--- src/common/bax_defines.svh ---
/*
 Constants for the bank address extension block: register offsets, field
 positions, reset values and address-map figures. Assumes inclusion by bare name.
*/
`ifndef BAX_DEFINES_SVH
`define BAX_DEFINES_SVH

`define BAX_OFF_CTRL      8'h00
`define BAX_OFF_EXT       8'h04
`define BAX_OFF_ADDR      8'h08
`define BAX_OFF_BUS       8'h0c
`define BAX_OFF_CS        8'h10
`define BAX_OFF_STATUS    8'h14
`define BAX_OFF_VEC       8'h18
`define BAX_OFF_REGS      8'h1c

`define BAX_RESET_VEC     24'h000000
`define BAX_GAP_LO        24'h080000
`define BAX_GAP_HI        24'hf7ffff
`define BAX_BANK_COUNT    5'h10
`define BAX_BANK_BYTES    20'h10000
`define BAX_SPACE_BYTES   21'h100000
`define BAX_NIB_LOW       4'h0
`define BAX_NIB_HIGH      4'hf
`define BAX_EXT_RESET     4'h0
`define BAX_WORD_RESET    16'h0000

`define BAX_CTRL_SRC_LSB  0
`define BAX_CTRL_GO_BIT   4
`define BAX_CTRL_COPY_LSB 8
`define BAX_CTRL_COPYEN   12
`define BAX_CTRL_EXC_BIT  16
`define BAX_CTRL_RET_BIT  17
`define BAX_CTRL_B_LSB    24

`define BAX_ST_BUSY_BIT   0
`define BAX_ST_INEXC_BIT  1
`define BAX_ST_HIT_BIT    2

`endif

--- src/common/bax_pkg.sv ---
/*
 Types for the bank address extension block.
 Assumes the offsets and figures come from bax_defines.svh.
*/
package bax_pkg;

    typedef enum logic [2:0] {
        BAX_SRC_EXT   = 3'h0,
        BAX_SRC_IDX1  = 3'h1,
        BAX_SRC_IDX2  = 3'h2,
        BAX_SRC_IDX3  = 3'h3,
        BAX_SRC_STACK = 3'h4,
        BAX_SRC_PC    = 3'h5
    } bax_src_e;

    typedef enum logic [5:0] {
        BAX_IDLE    = 6'h01,
        BAX_RV0     = 6'h02,
        BAX_RV1     = 6'h04,
        BAX_RV2     = 6'h08,
        BAX_RV3     = 6'h10,
        BAX_RUN     = 6'h20
    } bax_state_e;

    typedef struct packed {
        logic [3:0] extended_access_ext_field;
        logic [3:0] first_index_ext_field;
        logic [3:0] second_index_ext_field;
        logic [3:0] third_index_ext_field;
        logic [3:0] stack_ext_field;
        logic [3:0] program_counter_ext_field;
    } bax_ext_s;

    typedef struct packed {
        logic [23:0] addr;
        logic        rd;
    } bax_boot_s;

endpackage

--- src/hdl/bax_core.sv ---
/*
 Bank address extension core: extension fields, 24-bit bus address forming,
 reset-vector fetch, exception entry/return and a chip-select comparator,
 all reachable over an AHB-Lite slave.
 Assumes one AHB-Lite master, word transfers, boot memory answering the
 boot fetch port one cycle after boot_rd.
*/
`include "bax_defines.svh"
`timescale 1ns/100ps
module bax_core (
    input wire logic ref_clk,
    input wire logic reset_n,
    input wire logic hsel,
    input wire logic [31:0] haddr,
    input wire logic [1:0] htrans,
    input wire logic hwrite,
    input wire logic [2:0] hsize,
    input wire logic [31:0] hwdata,
    input wire logic hready,
    output logic [31:0] hrdata,
    output logic hreadyout,
    output logic hresp,
    output logic [23:0] bus_addr,
    output logic cs_match,
    output logic boot_rd,
    output logic [23:0] boot_addr,
    input wire logic [15:0] boot_data,
    output logic cpu_ready
);

    bax_pkg::bax_ext_s ext_q, ext_d;
    bax_pkg::bax_state_e st_q, st_d;
    logic [15:0] pc_q, pc_d, sp_q, sp_d, third_index_register_q, third_index_register_d;
    logic [15:0] ret_pc_q, ret_pc_d;
    logic [3:0] ret_pc_ext_q, ret_pc_ext_d;
    logic in_exc_q, in_exc_d;
    logic [15:0] addr_q, addr_d;
    logic [2:0] src_q, src_d;
    logic [23:0] csbase_q, csbase_d;
    logic [7:0] vec_q, vec_d;
    logic exc_pend_q, exc_pend_d;
    logic [31:0] hrdata_q, hrdata_d;
    logic wr_pend_q, wr_pend_d, rd_pend_q, rd_pend_d;
    logic [7:0] off_q, off_d;
    logic [3:0] sel_ext;
    logic [19:0] low20;
    logic [23:0] ld_addr;

    // Sign-like mirror of bit 19 keeps every produced address out of the gap
    function automatic logic [23:0] bax_mirror(input logic [19:0] a);
        bax_mirror = {{4{a[19]}}, a};
    endfunction

    always_comb begin
        case (bax_pkg::bax_src_e'(src_q))
            bax_pkg::BAX_SRC_EXT: sel_ext = ext_q.extended_access_ext_field;
            bax_pkg::BAX_SRC_IDX1: sel_ext = ext_q.first_index_ext_field;
            bax_pkg::BAX_SRC_IDX2: sel_ext = ext_q.second_index_ext_field;
            bax_pkg::BAX_SRC_IDX3: sel_ext = ext_q.third_index_ext_field;
            bax_pkg::BAX_SRC_STACK: sel_ext = ext_q.stack_ext_field;
            bax_pkg::BAX_SRC_PC: sel_ext = ext_q.program_counter_ext_field;
            default: sel_ext = `BAX_EXT_RESET;
        endcase
        low20 = {sel_ext, addr_q};
    end

    // Boot fetch address walks the four reset-vector words
    always_comb begin
        case (st_q)
            bax_pkg::BAX_RV0: ld_addr = `BAX_RESET_VEC;
            bax_pkg::BAX_RV1: ld_addr = `BAX_RESET_VEC + 24'h000002;
            bax_pkg::BAX_RV2: ld_addr = `BAX_RESET_VEC + 24'h000004;
            bax_pkg::BAX_RV3: ld_addr = `BAX_RESET_VEC + 24'h000006;
            default: ld_addr = bax_mirror({`BAX_NIB_LOW, 7'h00, vec_q, 1'b0});
        endcase
    end

    always_comb begin
        logic ctrl_wr;
        ctrl_wr = 1'b0;
        st_d = st_q;
        ext_d = ext_q;
        pc_d = pc_q;
        sp_d = sp_q;
        third_index_register_d = third_index_register_q;
        ret_pc_d = ret_pc_q;
        ret_pc_ext_d = ret_pc_ext_q;
        in_exc_d = in_exc_q;
        addr_d = addr_q;
        src_d = src_q;
        csbase_d = csbase_q;
        vec_d = vec_q;
        exc_pend_d = 1'b0;
        hrdata_d = hrdata_q;
        wr_pend_d = 1'b0;
        rd_pend_d = 1'b0;
        off_d = off_q;
        if (hsel && hready && htrans[1]) begin
            wr_pend_d = hwrite;
            rd_pend_d = !hwrite;
            off_d = haddr[7:0];
        end
        // Reset-vector fetch: one word per cycle, data arrives a cycle later
        case (st_q)
            bax_pkg::BAX_IDLE: st_d = bax_pkg::BAX_RV0;
            bax_pkg::BAX_RV0: st_d = bax_pkg::BAX_RV1;
            bax_pkg::BAX_RV1: begin
                st_d = bax_pkg::BAX_RV2;
                ext_d.third_index_ext_field = boot_data[11:8];
                ext_d.stack_ext_field = boot_data[7:4];
                ext_d.program_counter_ext_field = boot_data[3:0];
            end
            bax_pkg::BAX_RV2: begin
                st_d = bax_pkg::BAX_RV3;
                pc_d = boot_data;
            end
            bax_pkg::BAX_RV3: begin
                st_d = bax_pkg::BAX_RUN;
                sp_d = boot_data;
            end
            bax_pkg::BAX_RUN: begin
                if (!cpu_ready) begin
                    third_index_register_d = boot_data;
                end
                if (exc_pend_q) begin
                    pc_d = boot_data;
                    ext_d.program_counter_ext_field = `BAX_NIB_LOW;
                end
            end
            default: st_d = bax_pkg::BAX_IDLE;
        endcase
        if (wr_pend_q) begin
            case (off_q)
                `BAX_OFF_CTRL: begin
                    ctrl_wr = 1'b1;
                    src_d = hwdata[`BAX_CTRL_SRC_LSB +: 3];
                    if (hwdata[`BAX_CTRL_COPYEN]) begin
                        case (hwdata[`BAX_CTRL_COPY_LSB +: 3])
                            3'h0: ext_d.extended_access_ext_field = hwdata[`BAX_CTRL_B_LSB +: 4];
                            3'h1: ext_d.first_index_ext_field = hwdata[`BAX_CTRL_B_LSB +: 4];
                            3'h2: ext_d.second_index_ext_field = hwdata[`BAX_CTRL_B_LSB +: 4];
                            3'h3: ext_d.third_index_ext_field = hwdata[`BAX_CTRL_B_LSB +: 4];
                            3'h4: ext_d.stack_ext_field = hwdata[`BAX_CTRL_B_LSB +: 4];
                            default: ext_d = ext_d;
                        endcase
                    end
                end
                `BAX_OFF_ADDR: addr_d = hwdata[15:0];
                `BAX_OFF_CS: csbase_d = hwdata[23:0];
                `BAX_OFF_VEC: vec_d = hwdata[7:0];
                default: ctrl_wr = 1'b0;
            endcase
        end
        // Exception entry saves the return point; return restores it
        if (ctrl_wr && cpu_ready && hwdata[`BAX_CTRL_EXC_BIT] && !in_exc_q) begin
            ret_pc_d = pc_q;
            ret_pc_ext_d = ext_q.program_counter_ext_field;
            in_exc_d = 1'b1;
            exc_pend_d = 1'b1;
        end else if (ctrl_wr && hwdata[`BAX_CTRL_RET_BIT] && in_exc_q) begin
            pc_d = ret_pc_q;
            ext_d.program_counter_ext_field = ret_pc_ext_q;
            in_exc_d = 1'b0;
        end
        if (rd_pend_d) begin
            case (haddr[7:0])
                `BAX_OFF_CTRL: hrdata_d = {29'h0, src_q};
                `BAX_OFF_EXT: hrdata_d = {8'h00, ext_q};
                `BAX_OFF_ADDR: hrdata_d = {16'h0000, addr_q};
                `BAX_OFF_BUS: hrdata_d = {8'h00, bus_addr};
                `BAX_OFF_CS: hrdata_d = {8'h00, csbase_q};
                `BAX_OFF_STATUS: hrdata_d = {29'h0, cs_match, in_exc_q, !cpu_ready};
                `BAX_OFF_VEC: hrdata_d = {16'h0000, pc_q};
                `BAX_OFF_REGS: hrdata_d = {sp_q, third_index_register_q};
                default: hrdata_d = 32'h00000000;
            endcase
        end
    end

    always_ff @(posedge ref_clk or negedge reset_n) begin
        if (!reset_n) begin
            st_q <= bax_pkg::BAX_IDLE;
            ext_q <= '0;
            pc_q <= `BAX_WORD_RESET;
            sp_q <= `BAX_WORD_RESET;
            third_index_register_q <= `BAX_WORD_RESET;
            ret_pc_q <= `BAX_WORD_RESET;
            ret_pc_ext_q <= `BAX_EXT_RESET;
            in_exc_q <= 1'b0;
            addr_q <= `BAX_WORD_RESET;
            src_q <= 3'h0;
            csbase_q <= 24'h000000;
            vec_q <= 8'h00;
            exc_pend_q <= 1'b0;
            hrdata_q <= 32'h00000000;
            wr_pend_q <= 1'b0;
            rd_pend_q <= 1'b0;
            off_q <= 8'h00;
        end else begin
            st_q <= st_d;
            ext_q <= ext_d;
            pc_q <= pc_d;
            sp_q <= sp_d;
            third_index_register_q <= third_index_register_d;
            ret_pc_q <= ret_pc_d;
            ret_pc_ext_q <= ret_pc_ext_d;
            in_exc_q <= in_exc_d;
            addr_q <= addr_d;
            src_q <= src_d;
            csbase_q <= csbase_d;
            vec_q <= vec_d;
            exc_pend_q <= exc_pend_d;
            hrdata_q <= hrdata_d;
            wr_pend_q <= wr_pend_d;
            rd_pend_q <= rd_pend_d;
            off_q <= off_d;
        end
    end

    // Fourth vector word lands in the first run cycle, so ready waits one more
    logic rdy_q;
    always_ff @(posedge ref_clk or negedge reset_n) begin
        if (!reset_n) begin
            rdy_q <= 1'b0;
        end else begin
            rdy_q <= (st_q == bax_pkg::BAX_RUN);
        end
    end

    assign cpu_ready = rdy_q;
    assign bus_addr = bax_mirror(low20);
    // Full 24-bit compare; a gap base can never equal a mirrored address
    assign cs_match = (bus_addr == csbase_q);
    assign boot_rd = (st_q != bax_pkg::BAX_IDLE) && !cpu_ready || exc_pend_d;
    assign boot_addr = ld_addr;
    assign hrdata = hrdata_q;
    assign hreadyout = 1'b1;
    assign hresp = 1'b0;

endmodule // bax_core

--- config.mk ---
export PLATFORM = sky130hd
export DESIGN_NAME = bax_core
export DESIGN_NICKNAME = d
export VERILOG_FILES = /design/src/common/bax_pkg.sv /design/src/hdl/bax_core.sv
export VERILOG_INCLUDE_DIRS = /design/src /design/src/common
export SDC_FILE = /design/constraint.sdc
export NUM_CORES = 1
export LEC_CHECK = 0
export BUFFER_PORTS_ARGS = -buffer_cell sky130_fd_sc_hd__buf_2
export CORE_MARGIN = 4
export CORE_UTILIZATION = 50
export DETAILED_ROUTE_END_ITERATION = 7
export GPL_TIMING_DRIVEN = 0
export PLACE_DENSITY = 0.73
export SLEW_MARGIN = 5
export SYNTH_ARGS = -nofsm -noshare
export SYNTH_HDL_FRONTEND = slang
export SYNTH_SLANG_ARGS = --single-unit
--- constraint.sdc ---
create_clock -name ref_clk -period 6 [get_ports ref_clk]
set_clock_uncertainty 0.2 [all_clocks]
set_input_delay 0.9 -clock ref_clk [delete_from_list [all_inputs] [get_ports ref_clk]]
set_output_delay 0.9 -clock ref_clk [all_outputs]
set_load 0.005 [all_outputs]
# ---- After elaboration in Yosys (flattened, before gate mapping)
# Index checks and enable logic that the tools add are counted.
dict set report word_totals {
  reg_bits 193
}
dict set report op_classes {
  eq_ne 27
  muxes 25
  bitwise_logic 1
  n_reduce_logical 25
}
# operator n
set ops {}
lappend ops {{32-bit case mux with 8 select lines} 1}
lappend ops {{8-bit by 5-bit == test with 1-bit output (second input constant)} 6}
lappend ops {{16-bit 2-to-1 mux} 3}
lappend ops {{12-bit 2-to-1 mux} 3}
lappend ops {{6-bit case mux with 6 select lines} 1}
lappend ops {{9-bit case mux with 4 select lines} 1}
lappend ops {{16-bit case mux with 2 select lines} 1}
lappend ops {{24-bit == test} 1}
lappend ops {{8-bit by 4-bit == test with 1-bit output (second input constant)} 3}
lappend ops {{4-bit case mux with 6 select lines} 1}
lappend ops {{4-bit 2-to-1 mux} 5}
lappend ops {{8-bit logical NOT} 2}
lappend ops {{3-bit by 2-bit == test with 1-bit output (second input constant)} 4}
lappend ops {{4-bit AND reduction} 3}
lappend ops {{2-bit AND reduction} 5}
lappend ops {{3-bit == test (second input constant)} 3}
lappend ops {{8-bit by 3-bit == test with 1-bit output (second input constant)} 1}
lappend ops {{1-bit logical AND} 8}
lappend ops {{8-bit 2-to-1 mux} 1}
lappend ops {{4-bit case mux with 2 select lines} 1}
lappend ops {{1-bit 2-to-1 mux} 7}
lappend ops {{3-bit by 1-bit == test with 1-bit output (second input constant)} 2}
lappend ops {{6-bit by 1-bit == test with 1-bit output (second input constant)} 1}
lappend ops {{6-bit by 2-bit == test with 1-bit output (second input constant)} 1}
lappend ops {{10 further kinds} 13}

# ---- Logic depth before layout (Yosys ltp)
# Gate-level depths: netlist (run 1).
dict set report logic_depth {
  word_depth 8
  ltp_mapped 9
}

# ---- Worst setup path after synthesis (run 1)
# Ideal clock, no wire load.
dict set report synth_timing {
  path_type {register -> output}
  startpoint {reg src_q[2]}
  endpoint {out cs_match}
  t_arrival_ps 1677
  t_required_ps 4900
  path_slack_ps 3223
  path_stages_with_launch 8
  path_cell_list {dfrtp_1 > buf_6 > mux2i_1 > mux2_2 > o22ai_1 > and3_1 > o211ai_1 > nor2_1}
}
dict set report synth_via {
  elab_chain_len 3
  elab_cells_between_ends 8
  cone_classes {6 x eq/ne; 1 x mux; 1 x reduce/logical}
}
# item line
set synth_lines {}
lappend synth_lines {{start: declaration} bax_core.sv:38} ;# logic [2:0] src_q, src_d;
lappend synth_lines {{start signal: assignment} bax_core.sv:209} ;# src_q <= src_d;
lappend synth_lines {{3-bit == test (tied with other cells)} bax_core.sv:55} ;# case (bax_pkg::bax_src_e'(src_q))
lappend synth_lines {{4-bit case mux with 6 select lines *} bax_core.sv:55}
lappend synth_lines {{net bus_addr[19]} bax_core.sv:23} ;# output logic [23:0] bus_addr,
lappend synth_lines {{24-bit == test *} bax_core.sv:233} ;# assign cs_match = (bus_addr == csbase_q);
lappend synth_lines {{end: declaration} bax_core.sv:24} ;# output logic cs_match,
# The timed path passes the listed nets; every way through them passes the cells marked *.

# ---- Final worst setup path (run 1)
dict set report layout_timing {
  startpoint {reg src_q[2]}
  endpoint {out cs_match}
}
dict set report layout_via {
  elab_chain_len 3
  elab_cells_between_ends 8
  cone_classes {6 x eq/ne; 1 x mux; 1 x reduce/logical}
}
# item line
set layout_lines {}
lappend layout_lines {{3-bit == test (tied with other cells)} bax_core.sv:55}
lappend layout_lines {{4-bit case mux with 6 select lines *} bax_core.sv:55}
lappend layout_lines {{24-bit == test *} bax_core.sv:233}
# Every way passes the cells marked *; elsewhere a longest branch is shown, timed or not.

==> flow_summary.yaml, run 1 <==
route:
  routedWlPerCell_um: 21.6
  vias: 6797
  post-route-drc-count: 0
  drt-vias-per-instance: 5.88
  firstDrtPassIters: 7
  drtAntennaViolNets: 0
  drt-total-wl_um: 25000
  drt_iter0_markers: 747
worst_setup_path:
  worstPathRequired_ns: 4.90
  cp_max_fo: 8
  end_kind: "output port"
  cp_data_arrival_time_ns: 2.50
  crit_slowest_cell: "o22ai_1"
  critical_path_class: "flop to output port"
  startpoint_type: "flop"
  crit_chain: "buf_6 > mux2i_1 > mux2_2 > o22ai_1 > and3_1 > o211ai_1 > nor2_1 > buf_2"
  max_stage_delay_ns: 0.50
  worstPathBufferInverterCount: 2
  crit_family: "compound AO/OA/AOI/OAI gates"
worst_hold_path:
  hold_path_class: "flop to flop"
timing:
  relSlewSlack: 0.407
  final_max_slew_viol_count: 0
  worst_slack_ns: 2.40
  holdWs_ns: 0.261
  min_period_ns: 3.60
  final-setup-viol-count: 0
  rsz0062_at_grt: "no"
  max_freq_mhz: 277
  hold_violations: 0
  worst_pin_slew_ns: 0.886
  fin_setup_tns_ns: 0
  fin_crit_sh: 0.601
power_and_ir_drop:
  vdd.ir_drop.worst_mv: 0.207
  p_total_mw: 2.88
  p_leak_nw: 4.94
  power_frac_clock: 0.398
  p_sw_frac: 0.248
  powerDensity_nw_per_um2: 271
  cellInternalPower_mw: 2.17
  p_comb_frac: 0.096
  switching_power_uw: 715
  seqPwrFrac: 0.506
place:
  dp_hpwl_um: 18600
  place_area_um2: 10000
  dpl_worst_slack_ns: 2.86
  gp_congestion: 0.880
  io_buffer_count: 124
clock_tree:
  cts-root-buf: "clkbuf_16"
  htreeDepth: 4
  cts_tree: "built"
  clock_sinks: 193
  post_cts_buffers: 0
  hold_buffers: 0
  clk_latency_ns: 0.44
  cts_buffers: 17
  cts_buffer_depth: 2
  clk_pin_slew_worst_paths_ns: 0.07
  cts.repair.resized: 0
synthesis:
  yosysWarnings: 0
  yosys_most_used_dff: "dfrtp_1"
  ys_seq_area_frac: 0.534
  ys_seq_elements: 193
  synth-edff-count: 0
  synth_area_per_cell_um2: 11.9
  ys_async_sr_fraction: 1.00
  netlist_area_um2: 9050
  ys_types: 63
  syn_inst: 758
layout:
  fill_cells: 1458
  drive_above_1_share: 0.378
  final_cell_area_um2: 10600
  antennaDiodeCount: 0
  syn_to_final_growth_pct: 17.7
  finalNetCount: 1008
floorplan:
  boundaryPins: 175
  die_area_um2: 20300
  die_w_um: 143
  core_um2: 17500
  num_rows: 48
  start_util: 0.516
  die_h_um: 143
outcome:
  status: "completed"
global_route:
  grt_util_all_layers: 0.251
  grt_pass1_wl_um: 38500
  grt_max_degree: 117
  antenna_found_initial: 0
  grt_pass1_vias: 6698
  grt_overflow: 0
flow_run:
  cap_violations: 0
stage by stage:
step                       util  instances
after floorplan               -        774
after global placement    0.571       1123
after detailed placement  0.573       1124
after CTS                 0.607       1156
after global routing      0.607       1156
final                     0.607       1156
routing by layer:
layer	routed length [um]	GRT usage	vias up
li1	-	-	3040
met1	10600	0.351	3387
met2	11700	0.392	323
met3	2070	0.0457	47
met4	677	0.0935	0
met5	0	0	-
cell type report:
class                   count  area [um^2]  share of cell area
flip-flops and latches    193         4830               0.454
inverters                   4         15.0             0.00141
clock buffers              21          470              0.0442
multi-input cells         513         3850               0.362
plain buffers              64          410              0.0385
repair buffers            125          658              0.0618
clock inverters            11          128              0.0120
well taps                 225          282              0.0264
final timing paths:
check	from	end	slack, ns	cells after the start
worst max-delay path	src_q[2]	cs_match	2.40	8
worst min-delay path	hrdata[24]	hrdata[24]	0.26	2
worst max register to register	off_q[5]	ret_pc_q[15]	3.63	7
worst min register to register	hrdata[24]	hrdata[24]	0.26	2
max in group asynchronous	reset_n	ext_q[23]	4.37	2
min in group asynchronous	reset_n	pc_q[0]	0.35	1
cell families after synthesis:
logic type             count (synthesis)  synth area share
buffers and inverters                 68            0.0470
flip-flops                           193             0.534
XOR/XNOR                              21            0.0212
multiplexers                         151             0.188
AND/OR/NAND/NOR                      200             0.114
AO/OA/AOI/OAI                        123            0.0947
other                                  2          0.000830
layout by cell type, fill, tap and decap left out, drive strengths merged, types with 3 or more instances in the layout:
master    instances
nand3            28
a222oi           22
and3              3
clkinvlp          6
o21ai             9
a2bb2oi           3
conb             18
inv               6
nand2            56
nor2             61
a21oi            32
a22oi            17
nand4             5
nor2b             5
mux2i            22
and2              7
nand3b            5
a21o              3
clkbuf           35
nor3b             7
buf             175
a31oi            26
mux2            129
xnor2            20
nor3             10
dfrtp           192
sequential cells by signal, indices dropped and copies added, names as in the netlist, 4 cells and up:
name                    cells
hrdata                     32
csbase_q                   24
ext_q                      24
addr_q                     16
pc_q                       16
ret_pc_q                   16
sp_q                       16
third_index_register_q     16
off_q                       8
vec_q                       8
st_q                        6
ret_pc_ext_q                4
Yosys cell counts (4+ instances only):
cell / n / area (um^2)
a21oi_1: 32 / 160
a222oi_1: 22 / 220
a22oi_1: 17 / 128
a31oi_1: 26 / 163
and2_1: 6 / 37.5
buf_2: 16 / 80.1
buf_4: 26 / 195
buf_6: 7 / 78.8
clkbuf_1: 14 / 52.6
dfrtp_1: 192 / 4800
mux2_2: 121 / 1360
mux2_4: 8 / 120
mux2i_1: 22 / 220
nand2_1: 55 / 206
nand3_1: 28 / 140
nand4_1: 5 / 31.3
nor2_1: 60 / 225
nor2b_1: 4 / 25.0
nor3_1: 7 / 35.0
nor3b_1: 6 / 45.0
o21ai_0: 8 / 40.0
xnor2_1: 19 / 166
worst reg2reg max path, stage by stage, from the launching register on:
cell,delay [ns]
dfrtp_1,0.39
nor4b_2,0.33
and4bb_1,0.23
buf_4,0.18
and4b_1,0.20
buf_4,0.18
buf_6,0.20
mux2_2,0.35
power by group through the flow:
stage / registers, mW / logic [mW] / clock network, mW
floorplan: 1.46 / 0.143 / 0
global placement: 1.48 / 0.268 / 0
detailed placement: 1.48 / 0.278 / 0
CTS: 1.46 / 0.279 / 1.16
global route: 1.47 / 0.306 / 1.21
finish: 1.46 / 0.277 / 1.15
No activity file was read; power rests on OpenSTA's default activity.
==> run 2: changes to the inputs <==
--- a/config.mk
+++ b/config.mk
@@ -6,12 +6,13 @@
 export SDC_FILE = /design/constraint.sdc
 export NUM_CORES = 1
 export LEC_CHECK = 0
+export ABC_AREA = 1
 export BUFFER_PORTS_ARGS = -buffer_cell sky130_fd_sc_hd__buf_2
 export CORE_MARGIN = 4
 export CORE_UTILIZATION = 50
 export DETAILED_ROUTE_END_ITERATION = 7
 export GPL_TIMING_DRIVEN = 0
-export PLACE_DENSITY = 0.73
+export PLACE_DENSITY = 0.76
 export SLEW_MARGIN = 5
 export SYNTH_ARGS = -nofsm -noshare
 export SYNTH_HDL_FRONTEND = slang
==> constraint.sdc (replaced) <==
create_clock -name ref_clk -period 3.25 [get_ports ref_clk]
set_clock_uncertainty 0.2 [all_clocks]
set_input_delay 0.4875 -clock ref_clk [delete_from_list [all_inputs] [get_ports ref_clk]]
set_output_delay 0.4875 -clock ref_clk [all_outputs]
set_load 0.005 [all_outputs]
==> run 2 against run 1 <==
Net effect: highest routed layer unchanged; critical path depth grew 3; flip-flop and latch count is the same; clock power grew 87%; first-iteration DRC count up 37%; final area rose by 2.2%; largest power group unchanged; via count up 23%; die area is 2.2% higher; area after synthesis is 2.4% higher; sequential share of layout area decreased by 0.96 points; non-clock buffer count rose by 1.
==> flow_summary.yaml, run 2 <==
worst_setup_path:
  startpoint_type: "flop"
  cp_max_fo: 10
  critical_path_class: "flop to output port"
  cp_data_arrival_time_ns: 2.45
  r2r_slack_ns: 1.09
  end_kind: "output port"
  worstPathRequired_ns: 2.56
route:
  routedWlPerCell_um: 18.3
  drt-vias-per-instance: 5.44
  drt-total-wl_um: 28100
  vias: 8357
  drt_iter0_markers: 1021
  drtAntennaViolNets: 0
  firstDrtPassIters: 7
  post-route-drc-count: 0
synthesis:
  synth_area_leader_cell: "dfrtp_1"
  synth-edff-count: 0
  synthAdderAreaFrac: 0
  yosysWarnings: 0
  yosys.area_share.xor_xnor: 0.00945
  synth.area.top_cells: "dfrtp_1 52%, nand2_1 14%, o21ai_0 8.0%"
  netlist_area_um2: 9260
  synth_top_area_share: 0.519
  yosys_most_used_dff: "dfrtp_1"
  synth_top_family_by_area: "simple AND/OR/NAND/NOR gates"
  ys_seq_elements: 193
  syn_inst: 1133
  synth_simple_gate_area_share: 0.229
  synth_common_cells: "345 x nand2_1, 192 x dfrtp_1, 149 x o21ai_0"
  synthMuxAreaShare: 0.00608
  post-synth-top-count-cell: "nand2_1"
  ys_seq_area_frac: 0.521
  ys_types: 41
  synth_area_per_cell_um2: 8.18
  synth_compound_area_frac: 0.139
  ys_async_sr_fraction: 1.00
power_and_ir_drop:
  p_leak_nw: 5.87
  p_total_mw: 5.64
  powerDensity_nw_per_um2: 519
  vdd.ir_drop.worst_mv: 0.373
floorplan:
  core_um2: 18100
  start_util: 0.512
  num_rows: 49
  die_h_um: 144
  die_w_um: 144
  die_area_um2: 20800
  boundaryPins: 175
place:
  io_buffer_count: 124
  place_area_um2: 10300
  dp_cells: 1503
  gp_congestion: 0.947
  dp_hpwl_um: 21000
layout:
  final_cell_mix: "344 x nand2_1, 192 x dfrtp_1, 149 x o21ai_0"
  final_common_cell: "nand2_1"
  finalNetCount: 1384
  largest_register_ffs: 32
  final_cell_area_um2: 10900
  post-route-util: 0.601
  antennaDiodeCount: 0
  syn_to_final_growth_pct: 17.4
  drive_above_1_share: 0.187
  final_cell_count_no_fill: 1536
global_route:
  busiest_layer: "met2"
  grt_use_met2: 0.427
  grt_util_all_layers: 0.276
  gr-usage-met1: 0.378
  grt_pass1_wl_um: 43400
  grt_pass1_vias: 7935
  grt_max_degree: 105
  antenna_found_initial: 0
  grt_overflow: 0
  grt_use_met3: 0.0678
clock_tree:
  cts_buffer_depth: 2
  clock_sinks: 193
  cts_buffers: 17
  clk_pin_slew_worst_paths_ns: 0.08
  clk_latency_ns: 0.45
  cts_tree: "built"
  post_cts_buffers: 0
  htreeDepth: 4
  cts-root-buf: "clkbuf_16"
timing:
  final-setup-viol-count: 0
  final_max_slew_viol_count: 0
  rsz0062_at_grt: "no"
  min_period_ns: 3.14
  relSlewSlack: 0.384
  fin_crit_sh: 0.966
  hold_violations: 0
  max_freq_mhz: 318
  worst_pin_slew_ns: 0.920
  fin_setup_tns_ns: 0
worst_hold_path:
  hold_path_class: "input pin to flop"
outcome:
  status: "completed"
flow_run:
  cap_violations: 0
-- run 2: through the flow --
step / hold WS, ns / setup WS (ns)
global placement: 0.261 / -1.63
global route: 0.0634 / 0.00947
CTS: 0.0613 / 0.141
floorplan: -0.00809 / 1.03
finish: 0.0640 / 0.109
detailed placement: 0.261 / 0.503
-- run 2: power by group --
| part | switching (mW) | internal (mW) | total (mW) | leakage (nW) |
|---|---|---|---|---|
| clock network | 1.02 | 1.13 | 2.15 | 0.284 |
| logic | 0.480 | 0.296 | 0.776 | 3.29 |
| registers | 0.155 | 2.57 | 2.72 | 2.30 |
-- run 2: final cells by class --
cell class                 count  area [um^2]
buffer                        64          390
clock buffer                  19          453
clock inverter                13          141
fill                        1632         7210
inverter                     129          484
multi-input combinational    763         3620
sequential                   193         4830
tap                          229          287
timing repair buffer         126          668
-- run 2: cells by family after synthesis --
| group | after synthesis |
|---|---|
| DFF | 193 |
| other | 2 |
| buffers and inverters | 193 |
| xor gates and xnor gates | 10 |
| muxes | 5 |
| AOI/OAI and AO/OA | 225 |
| and+or+nand+nor | 505 |
-- run 2: path summary, 6_finish.rpt --
kind,endpoint,startpoint,depth (start not counted)
max reg2reg,csbase_q[18],off_q[1],7
min reg2reg,hrdata[7],hrdata[7],2
min,wr_pend_q,hwrite,3
min in group asynchronous,addr_q[11],reset_n,2
max,cs_match,src_q[0],11
max in group asynchronous,pc_q[7],reset_n,3
-- run 2: layer usage --
metal / up-vias / part of all wire
li1: 3943 / -
met1: 3958 / 0.41
met2: 389 / 0.46
met3: 67 / 0.094
met4: 0 / 0.034
met5: - / 0
-- run 2: critical path, stage by stage, from the launching register on --
cell     delay, ns
dfrtp_1       0.37
buf_2         0.20
inv_1         0.16
nand3_1       0.15
nor2_1        0.15
nor2_1        0.08
nand2_1       0.18
nand2_1       0.08
nand2_1       0.06
inv_1         0.05
nor4_1        0.33
buf_2         0.19
-- run 2: timing repair --
item                                    in CTS  in global routing
hold buffers                                 1                  0
resized for setup                            0                  2
endpoints found under the setup margin       0                  1
endpoints found under the hold margin      103                  0
